**config.mk**
```make
export PLATFORM = sky130hd
export DESIGN_NAME = sie_top
export DESIGN_NICKNAME = d
export VERILOG_FILES = /design/src/sie_pkg.sv /design/src/sie_filter.sv /design/src/sie_pair.sv /design/src/sie_top.sv
export VERILOG_INCLUDE_DIRS = /design/src
export SDC_FILE = /design/constraint.sdc
export NUM_CORES = 1
export LEC_CHECK = 0
export BUFFER_PORTS_ARGS = -buffer_cell sky130_fd_sc_hd__buf_2
export CAP_MARGIN = 0
export CORE_ASPECT_RATIO = 0.9
export CORE_UTILIZATION = 35
export CTS_CLUSTER_DIAMETER = 200
export CTS_CLUSTER_SIZE = 28
export DETAILED_ROUTE_END_ITERATION = 7
export PLACE_DENSITY = 0.48
export SYNTH_ARGS = -nofsm -noshare
export SYNTH_HDL_FRONTEND = slang
export SYNTH_SLANG_ARGS = --single-unit
```
**constraint.sdc**
```tcl
create_clock -name clk_sys -period 3.5 [get_ports clk_sys]
set_input_delay 0 -clock clk_sys [delete_from_list [all_inputs] [get_ports clk_sys]]
set_output_delay 0 -clock clk_sys [all_outputs]
set_load 0.1 [all_outputs]
```
**src/sie_params.svh**
```systemverilog
// Constants of the safety input evaluator: offsets, fields, resets, timing.
// Assumes inclusion by bare name from the package, whose macros the modules then use.
`ifndef SIE_PARAMS_SVH
`define SIE_PARAMS_SVH
// ==================== Timing
`define SIE_CLK_PERIOD_NS 50
`define SIE_TICK_MS_NS    1000000
`define SIE_STEP_MS       10
`define SIE_BLINK_MS      250
// ==================== Field widths, limits and reset values
`define SIE_DLY_W         10
`define SIE_DLY_MAX       10'd1000
`define SIE_DLY_RST       10'd0
`define SIE_DLY_LC_FALL   10'd1
`define SIE_LATCH_W       13
`define SIE_LATCH_MAX     13'd6553
`define SIE_LATCH_RST     13'd100
`define SIE_DISC_W        12
`define SIE_DISC_MIN      12'd1
`define SIE_DISC_MAX      12'd3000
`define SIE_DISC_RST      12'd1
// ==================== Register offsets
`define SIE_REG_MODE      8'h00
`define SIE_REG_LATCH     8'h04
`define SIE_REG_DISC      8'h08
`define SIE_REG_DEVLC     8'h0c
`define SIE_REG_IRQST     8'h10
`define SIE_REG_IRQMSK    8'h14
`define SIE_REG_STATE     8'h18
`define SIE_REG_FLT_PAGE  2'b01
// ==================== Field positions
`define SIE_FLT_RISE_LSB  0
`define SIE_FLT_FALL_LSB  16
`define SIE_ST_PV_LSB     0
`define SIE_ST_STAT_LSB   8
`endif

```
**src/sie_pkg.sv**
```systemverilog
// Types shared by the safety input evaluator modules.
// Assumes sie_params.svh sits in the same folder.
package sie_pkg;
`include "sie_params.svh"

    // ====================
    // Delay filter state
    typedef struct packed {
        logic                  q;
        logic [`SIE_DLY_W-1:0] cnt;
    } sie_flt_type;

    // ====================
    // Complementary pair state
    typedef struct packed {
        logic [`SIE_DISC_W-1:0]  dcnt;
        logic [`SIE_LATCH_W-1:0] hcnt;
        logic                    hold;
        logic                    h_tpe;
        logic                    h_tpo;
        logic                    h_dis;
        logic                    ev;
        logic                    pv;
        logic                    st_e;
        logic                    st_o;
        logic                    red_e;
        logic                    red_o;
        logic                    fl_e;
        logic                    fl_o;
        logic                    yel_e;
        logic                    yel_o;
    } sie_pair_type;
endpackage

```
**src/sie_filter.sv**
```systemverilog
// On/off delay filter for one safety input terminal.
// Assumes a synchronised input and a one-cycle millisecond tick.
`timescale 1ns/100ps
module sie_filter
    import sie_pkg::*;
(
    // Clock and reset
    input  wire logic                  clk_sys,
    input  wire logic                  rstn,
    // Timing and settings
    input  wire logic                  tick_ms,
    input  wire logic [`SIE_DLY_W-1:0] rise_t,
    input  wire logic [`SIE_DLY_W-1:0] fall_t,
    // Input and filtered level
    input  wire logic                  din,
    output logic                       q
);
    sie_flt_type           cur;
    sie_flt_type           nxt;
    logic [`SIE_DLY_W-1:0] dly;

    // Level must outlast the delay before it is taken
    always_comb
    begin
        nxt = cur;
        dly = din ? rise_t : fall_t;
        if (din == cur.q)
            nxt.cnt = '0;
        else if (dly == '0)
            nxt.q = din;
        else if (tick_ms)
        begin
            if (cur.cnt == dly)
            begin
                nxt.q   = din;
                nxt.cnt = '0;
            end
            else
                nxt.cnt = cur.cnt + 1'b1;
        end
    end

    always_ff @(posedge clk_sys or negedge rstn)
    begin
        if (!rstn)
            cur <= '0;
        else
            cur <= nxt;
    end

    assign q = cur.q;
endmodule

```
**src/sie_pair.sv**
```systemverilog
// Complementary dual-channel evaluation of one terminal pair.
// Assumes filtered channel levels and a one-cycle 10 ms tick.
`timescale 1ns/100ps
module sie_pair
    import sie_pkg::*;
(
    // Clock and reset
    input  wire logic                    clk_sys,
    input  wire logic                    rstn,
    // Timing and settings
    input  wire logic                    tick_10,
    input  wire logic                    en,
    input  wire logic [`SIE_DISC_W-1:0]  disc_t,
    input  wire logic [`SIE_LATCH_W-1:0] latch_t,
    // Channels
    input  wire logic                    f_even,
    input  wire logic                    f_odd,
    input  wire logic                    tp_even,
    input  wire logic                    tp_odd,
    // Views
    output logic                         pv,
    output logic                         st_even,
    output logic                         st_odd,
    output logic                         red_even,
    output logic                         red_odd,
    output logic                         fl_even,
    output logic                         fl_odd,
    output logic                         yel_even,
    output logic                         yel_odd,
    output logic                         err_ev
);
    sie_pair_type cur;
    sie_pair_type nxt;
    logic         tpe;
    logic         tpo;
    logic         incons;
    logic         dto;
    logic         cause;
    logic         ke;
    logic         ko;
    logic         km;

    // pulse faults and shorts via mismatch
    assign tpe    = en & tp_even;
    assign tpo    = en & tp_odd;
    assign incons = en & (f_even == f_odd);
    // inconsistency outlasting the window
    // Compare with >= so a window shortened mid-count still times out
    assign dto    = incons && (cur.dcnt >= disc_t);
    assign cause  = tpe | tpo | dto;

    always_comb
    begin
        nxt    = cur;
        nxt.ev = 1'b0;
        // discrepancy timer in 10 ms steps
        if (!incons)
            nxt.dcnt = '0;
        else if (tick_10 && !dto)
            nxt.dcnt = cur.dcnt + 1'b1;
        if (cause)
        begin
            nxt.hold  = 1'b1;
            nxt.hcnt  = '0;
            nxt.h_tpe = cur.h_tpe | tpe;
            nxt.h_tpo = cur.h_tpo | tpo;
            nxt.h_dis = cur.h_dis | dto;
            nxt.ev    = !cur.hold;
        end
        else if (cur.hold)
        begin
            if (latch_t == '0 || (tick_10 && cur.hcnt >= latch_t))
            begin
                nxt.hold  = 1'b0;
                nxt.h_tpe = 1'b0;
                nxt.h_tpo = 1'b0;
                nxt.h_dis = 1'b0;
            end
            else if (tick_10)
                nxt.hcnt = cur.hcnt + 1'b1;
        end
        // all views follow the held kinds while the pair is enabled
        ke = tpe | (nxt.hold & nxt.h_tpe);
        ko = tpo | (nxt.hold & nxt.h_tpo);
        km = incons | (nxt.hold & nxt.h_dis);
        {nxt.pv, nxt.st_e, nxt.st_o} = 3'b011;
        {nxt.red_e, nxt.red_o, nxt.fl_e, nxt.fl_o} = 4'h0;
        {nxt.yel_e, nxt.yel_o} = 2'b00;
        if (!en)
            nxt.pv = 1'b0;
        else if (ke | ko)
        begin
            {nxt.st_e, nxt.st_o} = 2'b00;
            {nxt.red_e, nxt.red_o} = 2'b11;
            nxt.fl_e = ko & ~ke;
            nxt.fl_o = ke & ~ko;
        end
        else if (km)
        begin
            {nxt.st_e, nxt.st_o} = 2'b00;
            {nxt.red_e, nxt.red_o} = 2'b11;
        end
        // true only for even on, odd off
        else
        begin
            nxt.pv    = f_even;
            nxt.yel_e = f_even;
            nxt.yel_o = f_odd;
        end
    end

    always_ff @(posedge clk_sys or negedge rstn)
    begin
        if (!rstn)
            cur <= '0;
        else
            cur <= nxt;
    end

    assign pv       = cur.pv;
    assign st_even  = cur.st_e;
    assign st_odd   = cur.st_o;
    assign red_even = cur.red_e;
    assign red_odd  = cur.red_o;
    assign fl_even  = cur.fl_e;
    assign fl_odd   = cur.fl_o;
    assign yel_even = cur.yel_e;
    assign yel_odd  = cur.yel_o;
    assign err_ev   = cur.ev;
endmodule

```
**src/sie_top.sv**
```systemverilog
// Safety input evaluator: terminal filters, complementary pair evaluation,
// error latching, indicator drive, register port and interrupt.
// Assumes a 20 MHz clk_sys, asynchronous terminal pins and same-clock
// pulse fault flags from the test pulse diagnosis.
//
// Strobed register access and the placing of the registers are this design's own decisions.
`timescale 1ns/100ps
module sie_top
    import sie_pkg::*;
#(
    parameter int NPAIR     = 2,
    parameter int MS_CYCLES = `SIE_TICK_MS_NS / `SIE_CLK_PERIOD_NS
)
(
    // Clock and reset
    input  wire logic               clk_sys,
    input  wire logic               rstn,
    // Register port
    input  wire logic [7:0]         addr,
    input  wire logic [31:0]        wdata,
    input  wire logic               wr,
    input  wire logic               rd,
    output logic      [31:0]        rdata,
    // Terminals
    input  wire logic [2*NPAIR-1:0] term_in,
    input  wire logic [2*NPAIR-1:0] tp_fault,
    // Process data and status
    output logic      [NPAIR-1:0]   pair_pv,
    output logic      [2*NPAIR-1:0] term_status,
    // Indicators
    output logic      [2*NPAIR-1:0] led_red,
    output logic      [2*NPAIR-1:0] led_yellow,
    // Interrupt
    output logic                    irq
);
    localparam int NT = 2 * NPAIR;

    // ====================
    // Elaboration checks
    generate
        if (NPAIR < 1 || NPAIR > 8 || MS_CYCLES < 2 || MS_CYCLES > 32767)
        begin : g_bad_cfg
            $error("sie_top: unsupported NPAIR or MS_CYCLES");
        end
    endgenerate

    // ====================
    // State of the block
    typedef struct packed {
        logic [NT-1:0]                    s1;
        logic [NT-1:0]                    s2;
        logic [14:0]                      ms_cnt;
        logic                             tick_ms;
        logic [3:0]                       cnt10;
        logic                             tick_10;
        logic [7:0]                       bl_cnt;
        logic                             blink;
        logic [NPAIR-1:0]                 mode;
        logic [`SIE_LATCH_W-1:0]          latch_t;
        logic [`SIE_DISC_W-1:0]           disc_t;
        logic [NT-1:0]                    dev_lc;
        logic [NT-1:0][`SIE_DLY_W-1:0]    rise;
        logic [NT-1:0][`SIE_DLY_W-1:0]    fall;
        logic [NPAIR-1:0]                 irq_st;
        logic [NPAIR-1:0]                 irq_mask;
        logic [31:0]                      rdata;
        logic                             irq;
        logic [NPAIR-1:0]                 pv;
        logic [NT-1:0]                    st;
        logic [NT-1:0]                    red;
        logic [NT-1:0]                    yel;
    } sie_top_type;

    sie_top_type      cur;
    sie_top_type      nxt;
    logic [NT-1:0]    filt;
    logic [NPAIR-1:0] p_pv;
    logic [NT-1:0]    p_st;
    logic [NT-1:0]    p_red;
    logic [NT-1:0]    p_fl;
    logic [NT-1:0]    p_yel;
    logic [NPAIR-1:0] p_ev;
    logic [3:0]       fidx;
    logic             fhit;
    logic [31:0]      rd_val;

    assign fidx = addr[5:2];
    assign fhit = (addr[7:6] == `SIE_REG_FLT_PAGE) && ({1'b0, fidx} < 5'(NT));

    // ====================
    // Terminal filters
    // filters sit ahead of the pairs
    genvar gi;
    generate
        for (gi = 0; gi < NT; gi++)
        begin : g_flt
            sie_filter u_flt (
                .clk_sys (clk_sys),
                .rstn    (rstn),
                .tick_ms (cur.tick_ms),
                .rise_t  (cur.rise[gi]),
                .fall_t  (cur.fall[gi]),
                .din     (cur.s2[gi]),
                .q       (filt[gi])
            );
        end
    endgenerate

    // ====================
    // Pair evaluators
    generate
        for (gi = 0; gi < NPAIR; gi++)
        begin : g_pair
            sie_pair u_pair (
                .clk_sys  (clk_sys),
                .rstn     (rstn),
                .tick_10  (cur.tick_10),
                .en       (cur.mode[gi]),
                .disc_t   (cur.disc_t),
                .latch_t  (cur.latch_t),
                .f_even   (filt[2*gi]),
                .f_odd    (filt[2*gi+1]),
                .tp_even  (tp_fault[2*gi]),
                .tp_odd   (tp_fault[2*gi+1]),
                .pv       (p_pv[gi]),
                .st_even  (p_st[2*gi]),
                .st_odd   (p_st[2*gi+1]),
                .red_even (p_red[2*gi]),
                .red_odd  (p_red[2*gi+1]),
                .fl_even  (p_fl[2*gi]),
                .fl_odd   (p_fl[2*gi+1]),
                .yel_even (p_yel[2*gi]),
                .yel_odd  (p_yel[2*gi+1]),
                .err_ev   (p_ev[gi])
            );
        end
    endgenerate

    // ====================
    // Read multiplexer, unmapped offsets read zero
    always_comb
    begin
        rd_val = 32'h0;
        case (addr)
            `SIE_REG_MODE:   rd_val[NPAIR-1:0] = cur.mode;
            `SIE_REG_LATCH:  rd_val[`SIE_LATCH_W-1:0] = cur.latch_t;
            `SIE_REG_DISC:   rd_val[`SIE_DISC_W-1:0] = cur.disc_t;
            `SIE_REG_DEVLC:  rd_val[NT-1:0] = cur.dev_lc;
            `SIE_REG_IRQST:  rd_val[NPAIR-1:0] = cur.irq_st;
            `SIE_REG_IRQMSK: rd_val[NPAIR-1:0] = cur.irq_mask;
            `SIE_REG_STATE:
            begin
                rd_val[`SIE_ST_PV_LSB +: NPAIR] = cur.pv;
                rd_val[`SIE_ST_STAT_LSB +: NT]  = cur.st;
            end
            default:
            begin
                if (fhit)
                begin
                    rd_val[`SIE_FLT_RISE_LSB +: `SIE_DLY_W] = cur.rise[fidx];
                    rd_val[`SIE_FLT_FALL_LSB +: `SIE_DLY_W] = cur.fall[fidx];
                end
            end
        endcase
    end

    // ====================
    // Next state
    always_comb
    begin
        nxt = cur;
        // Two-stage synchroniser for the pins
        nxt.s1 = term_in;
        nxt.s2 = cur.s1;
        // shared millisecond and 10 ms ticks
        nxt.tick_ms = 1'b0;
        nxt.tick_10 = 1'b0;
        if (cur.ms_cnt == 15'(MS_CYCLES - 1))
        begin
            nxt.ms_cnt  = '0;
            nxt.tick_ms = 1'b1;
        end
        else
            nxt.ms_cnt = cur.ms_cnt + 1'b1;
        if (cur.tick_ms)
        begin
            if (cur.cnt10 == 4'(`SIE_STEP_MS - 1))
            begin
                nxt.cnt10   = '0;
                nxt.tick_10 = 1'b1;
            end
            else
                nxt.cnt10 = cur.cnt10 + 1'b1;
            // Flash phase for partner indicators
            if (cur.bl_cnt == 8'(`SIE_BLINK_MS - 1))
            begin
                nxt.bl_cnt = '0;
                nxt.blink  = ~cur.blink;
            end
            else
                nxt.bl_cnt = cur.bl_cnt + 1'b1;
        end
        // Register writes; out-of-range values are ignored
        if (wr)
        begin
            case (addr)
                `SIE_REG_MODE:   nxt.mode = wdata[NPAIR-1:0];
                `SIE_REG_LATCH:
                    if (wdata[31:`SIE_LATCH_W] == '0 && wdata[`SIE_LATCH_W-1:0] <= `SIE_LATCH_MAX)
                        nxt.latch_t = wdata[`SIE_LATCH_W-1:0];
                `SIE_REG_DISC:
                    if (wdata[31:`SIE_DISC_W] == '0 && wdata[`SIE_DISC_W-1:0] >= `SIE_DISC_MIN
                        && wdata[`SIE_DISC_W-1:0] <= `SIE_DISC_MAX)
                        nxt.disc_t = wdata[`SIE_DISC_W-1:0];
                `SIE_REG_DEVLC:
                begin
                    nxt.dev_lc = wdata[NT-1:0];
                    // device type reloads the fall default
                    for (int t = 0; t < NT; t++)
                        nxt.fall[t] = wdata[t] ? `SIE_DLY_LC_FALL : `SIE_DLY_RST;
                end
                `SIE_REG_IRQMSK: nxt.irq_mask = wdata[NPAIR-1:0];
                default:
                begin
                    if (fhit && wdata[`SIE_FLT_RISE_LSB +: `SIE_DLY_W] <= `SIE_DLY_MAX
                        && wdata[`SIE_FLT_FALL_LSB +: `SIE_DLY_W] <= `SIE_DLY_MAX)
                    begin
                        nxt.rise[fidx] = wdata[`SIE_FLT_RISE_LSB +: `SIE_DLY_W];
                        nxt.fall[fidx] = wdata[`SIE_FLT_FALL_LSB +: `SIE_DLY_W];
                    end
                end
            endcase
        end
        // Read data stands one cycle only
        nxt.rdata = rd ? rd_val : 32'h0;
        // Sticky events; a new event wins over the read clear
        if (rd && addr == `SIE_REG_IRQST)
            nxt.irq_st = p_ev;
        else
            nxt.irq_st = cur.irq_st | p_ev;
        nxt.irq = |(nxt.irq_st & nxt.irq_mask);
        // indicators and flags from the pair views
        nxt.pv  = p_pv;
        nxt.st  = p_st;
        nxt.red = p_red & (~p_fl | {NT{cur.blink}});
        nxt.yel = p_yel;
    end

    // ====================
    // State register; reset restores defaults
    always_ff @(posedge clk_sys or negedge rstn)
    begin
        if (!rstn)
        begin
            cur         <= '0;
            cur.latch_t <= `SIE_LATCH_RST;
            cur.disc_t  <= `SIE_DISC_RST;
        end
        else
            cur <= nxt;
    end

    assign rdata       = cur.rdata;
    assign irq         = cur.irq;
    assign pair_pv     = cur.pv;
    assign term_status = cur.st;
    assign led_red     = cur.red;
    assign led_yellow  = cur.yel;
endmodule

```
* Word-level counts from Yosys, hierarchy flattened *
Index checks and enable logic that the tools add are counted.

cells by class
  $add $sub $neg = 11
  $lt $le $gt $ge = 12
  equality and inequality tests = 28
  mux-type cells = 96
  bitwise operators = 50
  reductions and logical operators = 69

operators with widths
  cell                                                              count
  10-bit 2-to-1 mux                                                 23
  40-bit bitwise mux                                                2
  40-bit one-hot mux with 2 select lines                            1
  17-bit 2-to-1 mux                                                 4
  13-bit 2-to-1 mux                                                 4
  12-bit 2-to-1 mux                                                 4
  11-bit 2-to-1 mux                                                 4
  10-bit by 1-bit adder with 10-bit output (second input constant)  4
  10-bit binary-select mux with 2-bit select                        2
  10-bit == test                                                    4
  10-bit logical NOT                                                4
  40-bit 2-to-1 mux                                                 1
  2-bit nonzero test                                                17
  3-bit AND reduction                                               10
  4-bit 2-to-1 mux                                                  7
  13-bit by 1-bit adder with 13-bit output (second input constant)  2
  13-bit greater-or-equal comparator                                2
  26-bit 2-to-1 mux                                                 1
  12-bit by 1-bit adder with 12-bit output (second input constant)  2
  8-bit by 5-bit == test with 1-bit output (second input constant)  3
  12-bit greater-or-equal comparator                                2
  1-bit 2-to-1 mux                                                  24
  8-bit 2-to-1 mux                                                  3
  10-bit demux with 2-bit select                                    1
  other kinds (44)                                                  135

storage, ports and cells
  register bits after elaboration = 316
  word-level logic and storage cells = 334

* Longest topological paths before layout *
  depth in word-level cells = 12
  mapped depth = 9
  depth with buffers taken out = 8

* Hierarchy *
A second synthesis with hierarchy kept.

second synthesis, totals
  cells, all modules = 1696
  area total of the unflattened synthesis = 17423.0 µm²

modules (own cells, without submodules)
  module                       times used  cells each  area an instance (µm²)
  sie_top                      1           720         8685.8
  sie_filter                   4           95          903.4
  sie_pair (g_pair[1].u_pair)  1           299         2565.0
  sie_pair (g_pair[0].u_pair)  1           297         2558.7

* Worst setup path after synthesis *
OpenSTA, ideal clock, no wires.

  path kind = register to register
  start = register cur[135] (netlist name)
  end = register g_pair[1].u_pair.cur[36] (netlist name)
  data arrival time = 2.422 ns
  path slack = 1.000 ns
  stages on the path, launching flop included = 8
  path buffers = 0
  period minus slack after synthesis = 2.500 ns
  cells stage by stage = dfstp_2 ha_1 nand2b_1 a2111o_1 a41oi_2 o2111ai_2 or4_1 a21oi_1

between the ends
  word-level cells in the longest chain between the ends = 5

RTL lines
  item                                RTL line         text
  12-bit greater-or-equal comparator  sie_pair.sv:49   assign dto = incons && (cur.dcnt >= disc_t);
  1-bit logical AND                   sie_pair.sv:49
  1-bit logical NOT                   sie_pair.sv:59   else if (tick_10 && !dto)
  1-bit logical AND                   sie_pair.sv:59
  2-bit != test (no source line)      -
  to (signal assigned)                sie_pair.sv:117  cur <= nxt;
  to (decl)                           sie_pair.sv:32   sie_pair_type cur;

No other way between the ends.
A chain may end at the register's enable or synchronous reset.

* Worst setup path after layout *
  start = register cur[146] (netlist name)
  end = register g_pair[1].u_pair.cur[35] (netlist name)

between the ends
  word-level cells in the longest chain between the ends = 5

RTL lines
  item                                RTL line
  12-bit greater-or-equal comparator  sie_pair.sv:49
  1-bit logical AND                   sie_pair.sv:49
  1-bit logical NOT                   sie_pair.sv:59
  1-bit logical AND                   sie_pair.sv:59
  2-bit != test (no source line)      -

No other way between the ends.

==> reports/qor.csv <==
metric,value,unit
status,"finished, final reports clean",
p_sw,0.00215,W
pwr-share-comb,16.4,%
wl,48100,um
synth_area_leaders,"dfrtp_1 44%, mux2_2 4.7%, ha_1 4.5%",
hp-class,in -> reg,
power.density,382,nW/um^2
whs_path_depth,2,
ant_nets,0,
clockBufferDepth,3,
synth_ff_type,dfrtp_1,
die_area,49200,um^2
crit_type,reg -> reg,
grt_max_degree,94,
synth_seq_cells,303,
syn_area_per_cell,10.4,um^2
htreeDepth,1,
reg2reg_depth,8,
maxCapViolations,0,
track_usage,19.8,%
drv_slew,0,
area_growth,9.19,%
coreArea,47700,um^2
dpl.hpwl,35200,um
fin_total_pwr,0.00706,W
endpoint_kind,register,
finalHoldViolations,0,
skew,0.0195,ns
cts_root_buf,clkbuf_16,
antenna_found_initial,3,
syn_area,16900,um^2
clock_latency,0.54,ns
p_int,0.00491,W
yosysSeqAreaShare,44.8,%
worstPathArrival,3.47,ns
synth_edf_count,0,
cp-start-kind,register,
initial_core_util,35.4,%
cts_buffers,14,
switching_share,30.5,%
min_period,3.00,ns
grt_pass1_vias,12300,
syn_inst,1622,
vias,12700,
maxSlewHeadroom,18.8,%
overflow,0,
p_seq_share,55.1,%
final_common_cell,dfrtp_1,
first_iter_violations,959,
rsz0062_at_grt,false,
fin_nets,1792,
wl_per_cell,20.8,um
yosysUniqueCellTypes,82,
max-vdd-ir-drop,0.000301,V
io_pins,99,
clkSlewWorstSetupHoldPaths,0.12,ns
die_w,234,um
grt_pass1_wl,75500,um
yosys_warnings,0,
clock-sinks,303,
cts_tree,done,
post-route-period-util,85.8,%
synth.top_cell.area_share,44.2,%
die_height,211,um
cts_resized,0,
gp_congestion,0.823,
portBuffers,89,
postSynth.asyncResetShare,100,%
row_count,76,
pwr-share-clk,28.5,%
layout-drive-gt1-share,15.8,%
vias_per_cell,5.50,
leakage,8.21,nW
tightest_slew,1.21,ns
first_pass_iters,7,
final_cell_mix,"299 x dfrtp_1, 107 x nand3_1, 103 x nand2_1",
setup_viol,0,
drc,0,
crit_fanout,13,
worstPathRequired,3.97,ns
setup_tns,0,ns
fmax,333,MHz
synth_top_area_cell,dfrtp_1,
[logic make-up (layout without fill, tap and decap cells)]
group                      count (synthesis)  count (layout)  synth area share, %
AOI/OAI and AO/OA                        281             281                 11.6
muxes                                    144             144                 10.6
other                                      1              11               0.0222
xor gates and xnor gates                  93              93                 4.81
and+or+nand+nor                          565             565                 18.1
adders and majority gates                 61              61                 4.51
DFF                                      303             303                 44.8
buffers and inverters                    174             231                 5.45
[critical path: stages, from the launching register on]
cell and delay [ns]:
dfrtp_1 0.41, inv_1 0.09, ha_1 0.31, nand4_1 0.16, nor3_1 0.08, o31ai_1 0.59, o211ai_1 0.51, or4_1 0.62
a21oi_1 0.15
[state kept, by name (all words and copies together), names as in the netlist, 3 cells and up]
| signal | cells |
|---|---|
| g_pair.u_pair.cur | 58 |
| cur | 153 |
| g_flt.u_flt.cur | 40 |
| led_red | 4 |
| rdata | 23 |
| led_yellow | 3 |
| g_flt.u_flt.q | 4 |
[power by group through the flow]
| stage | logic (W) | registers, W | clock network [W] |
|---|---|---|---|
| floorplan | 0.000820 | 0.00385 | 0 |
| global placement | 0.00112 | 0.00395 | 0 |
| detailed placement | 0.00113 | 0.00395 | 0 |
| CTS | 0.00117 | 0.00388 | 0.00211 |
| global route | 0.00130 | 0.00392 | 0.00220 |
| finish | 0.00116 | 0.00389 | 0.00201 |
[worst paths after layout]
| kind | to | slack, ns | startpoint |
|---|---|---|---|
| worst max-delay path | g_pair[1].u_pair.cur[35] | 0.50 | cur[146] |
| worst min-delay path | cur[135] | 0.03 | wdata[0] |
| max in group asynchronous | cur[181] | 2.43 | rstn |
| worst min register to register | led_yellow[3] | 0.36 | g_pair[1].u_pair.yel_odd |
| worst max register to register | g_pair[1].u_pair.cur[35] | 0.50 | cur[146] |
| min in group asynchronous | g_flt[0].u_flt.cur[5] | 0.08 | rstn |
[layer usage]
layer,GRT usage [%],wire [um],up-vias,part of all wire (%)
met2,29.8,20900,275,43
li1,-,-,6057,-
met1,30.6,24700,6357,51
met3,2.15,1790,43,3.7
met5,0,0,-,0
met4,3.34,726,0,1.5
[synth_stat cells (all sizes together) (4+ instances only)]
master and count:
nand3b 4, a311o 4, nor4 38, clkbuf 44
a211oi 4, a22oi 8, o21ai 45, and3 26
mux2 77, and4 6, nand2 103, or4 25
nor3 39, a31oi 4, nand4b 8, xnor2 66
nand4 37, inv 55, mux4 20, ha 61
xor2 27, dfrtp 299, a21o 8, a221oi 9
and2 26, o21a 8, o211ai 18, nor2 91
dfstp 4, o31ai 14, nand3 107, a21oi 75
a22o 36, nor4b 9, or3 17, nor2b 6
mux2i 47, nand2b 11, buf 74, a21boi 10
or2 6, o31a 5
[metrics by stage]
step	cells	hold slack [ns]	util [%]	area, um^2	setup WS [ns]
global route	2311	0.0105	38.7	18500	0.211
finish	2313	0.0311	38.7	18500	0.498
detailed placement	2253	0.104	37.1	17700	0.563
global placement	2253	0.0826	37.1	17700	0.659
CTS	2311	0.00706	38.7	18500	0.540
floorplan	1630	-0.296	-	16900	1.00
[repair_timing]
action,CTS,global route
endpoints found under the hold margin,210,0
buffers inserted,0,0
hold buffers,34,0
[final cells by class]
cell class | count | area [um^2]
Inverter | 56 | 210
Antenna cell | 2 | 5.00
Sequential cell | 303 | 7590
Tap cell | 624 | 781
Timing Repair Buffer | 151 | 1030
Fill cell | 4731 | 29300
Clock inverter | 1 | 7.51
Multi-Input combinational cell | 1153 | 8450
Clock buffer | 23 | 405
(Power assumes the default switching activity.)
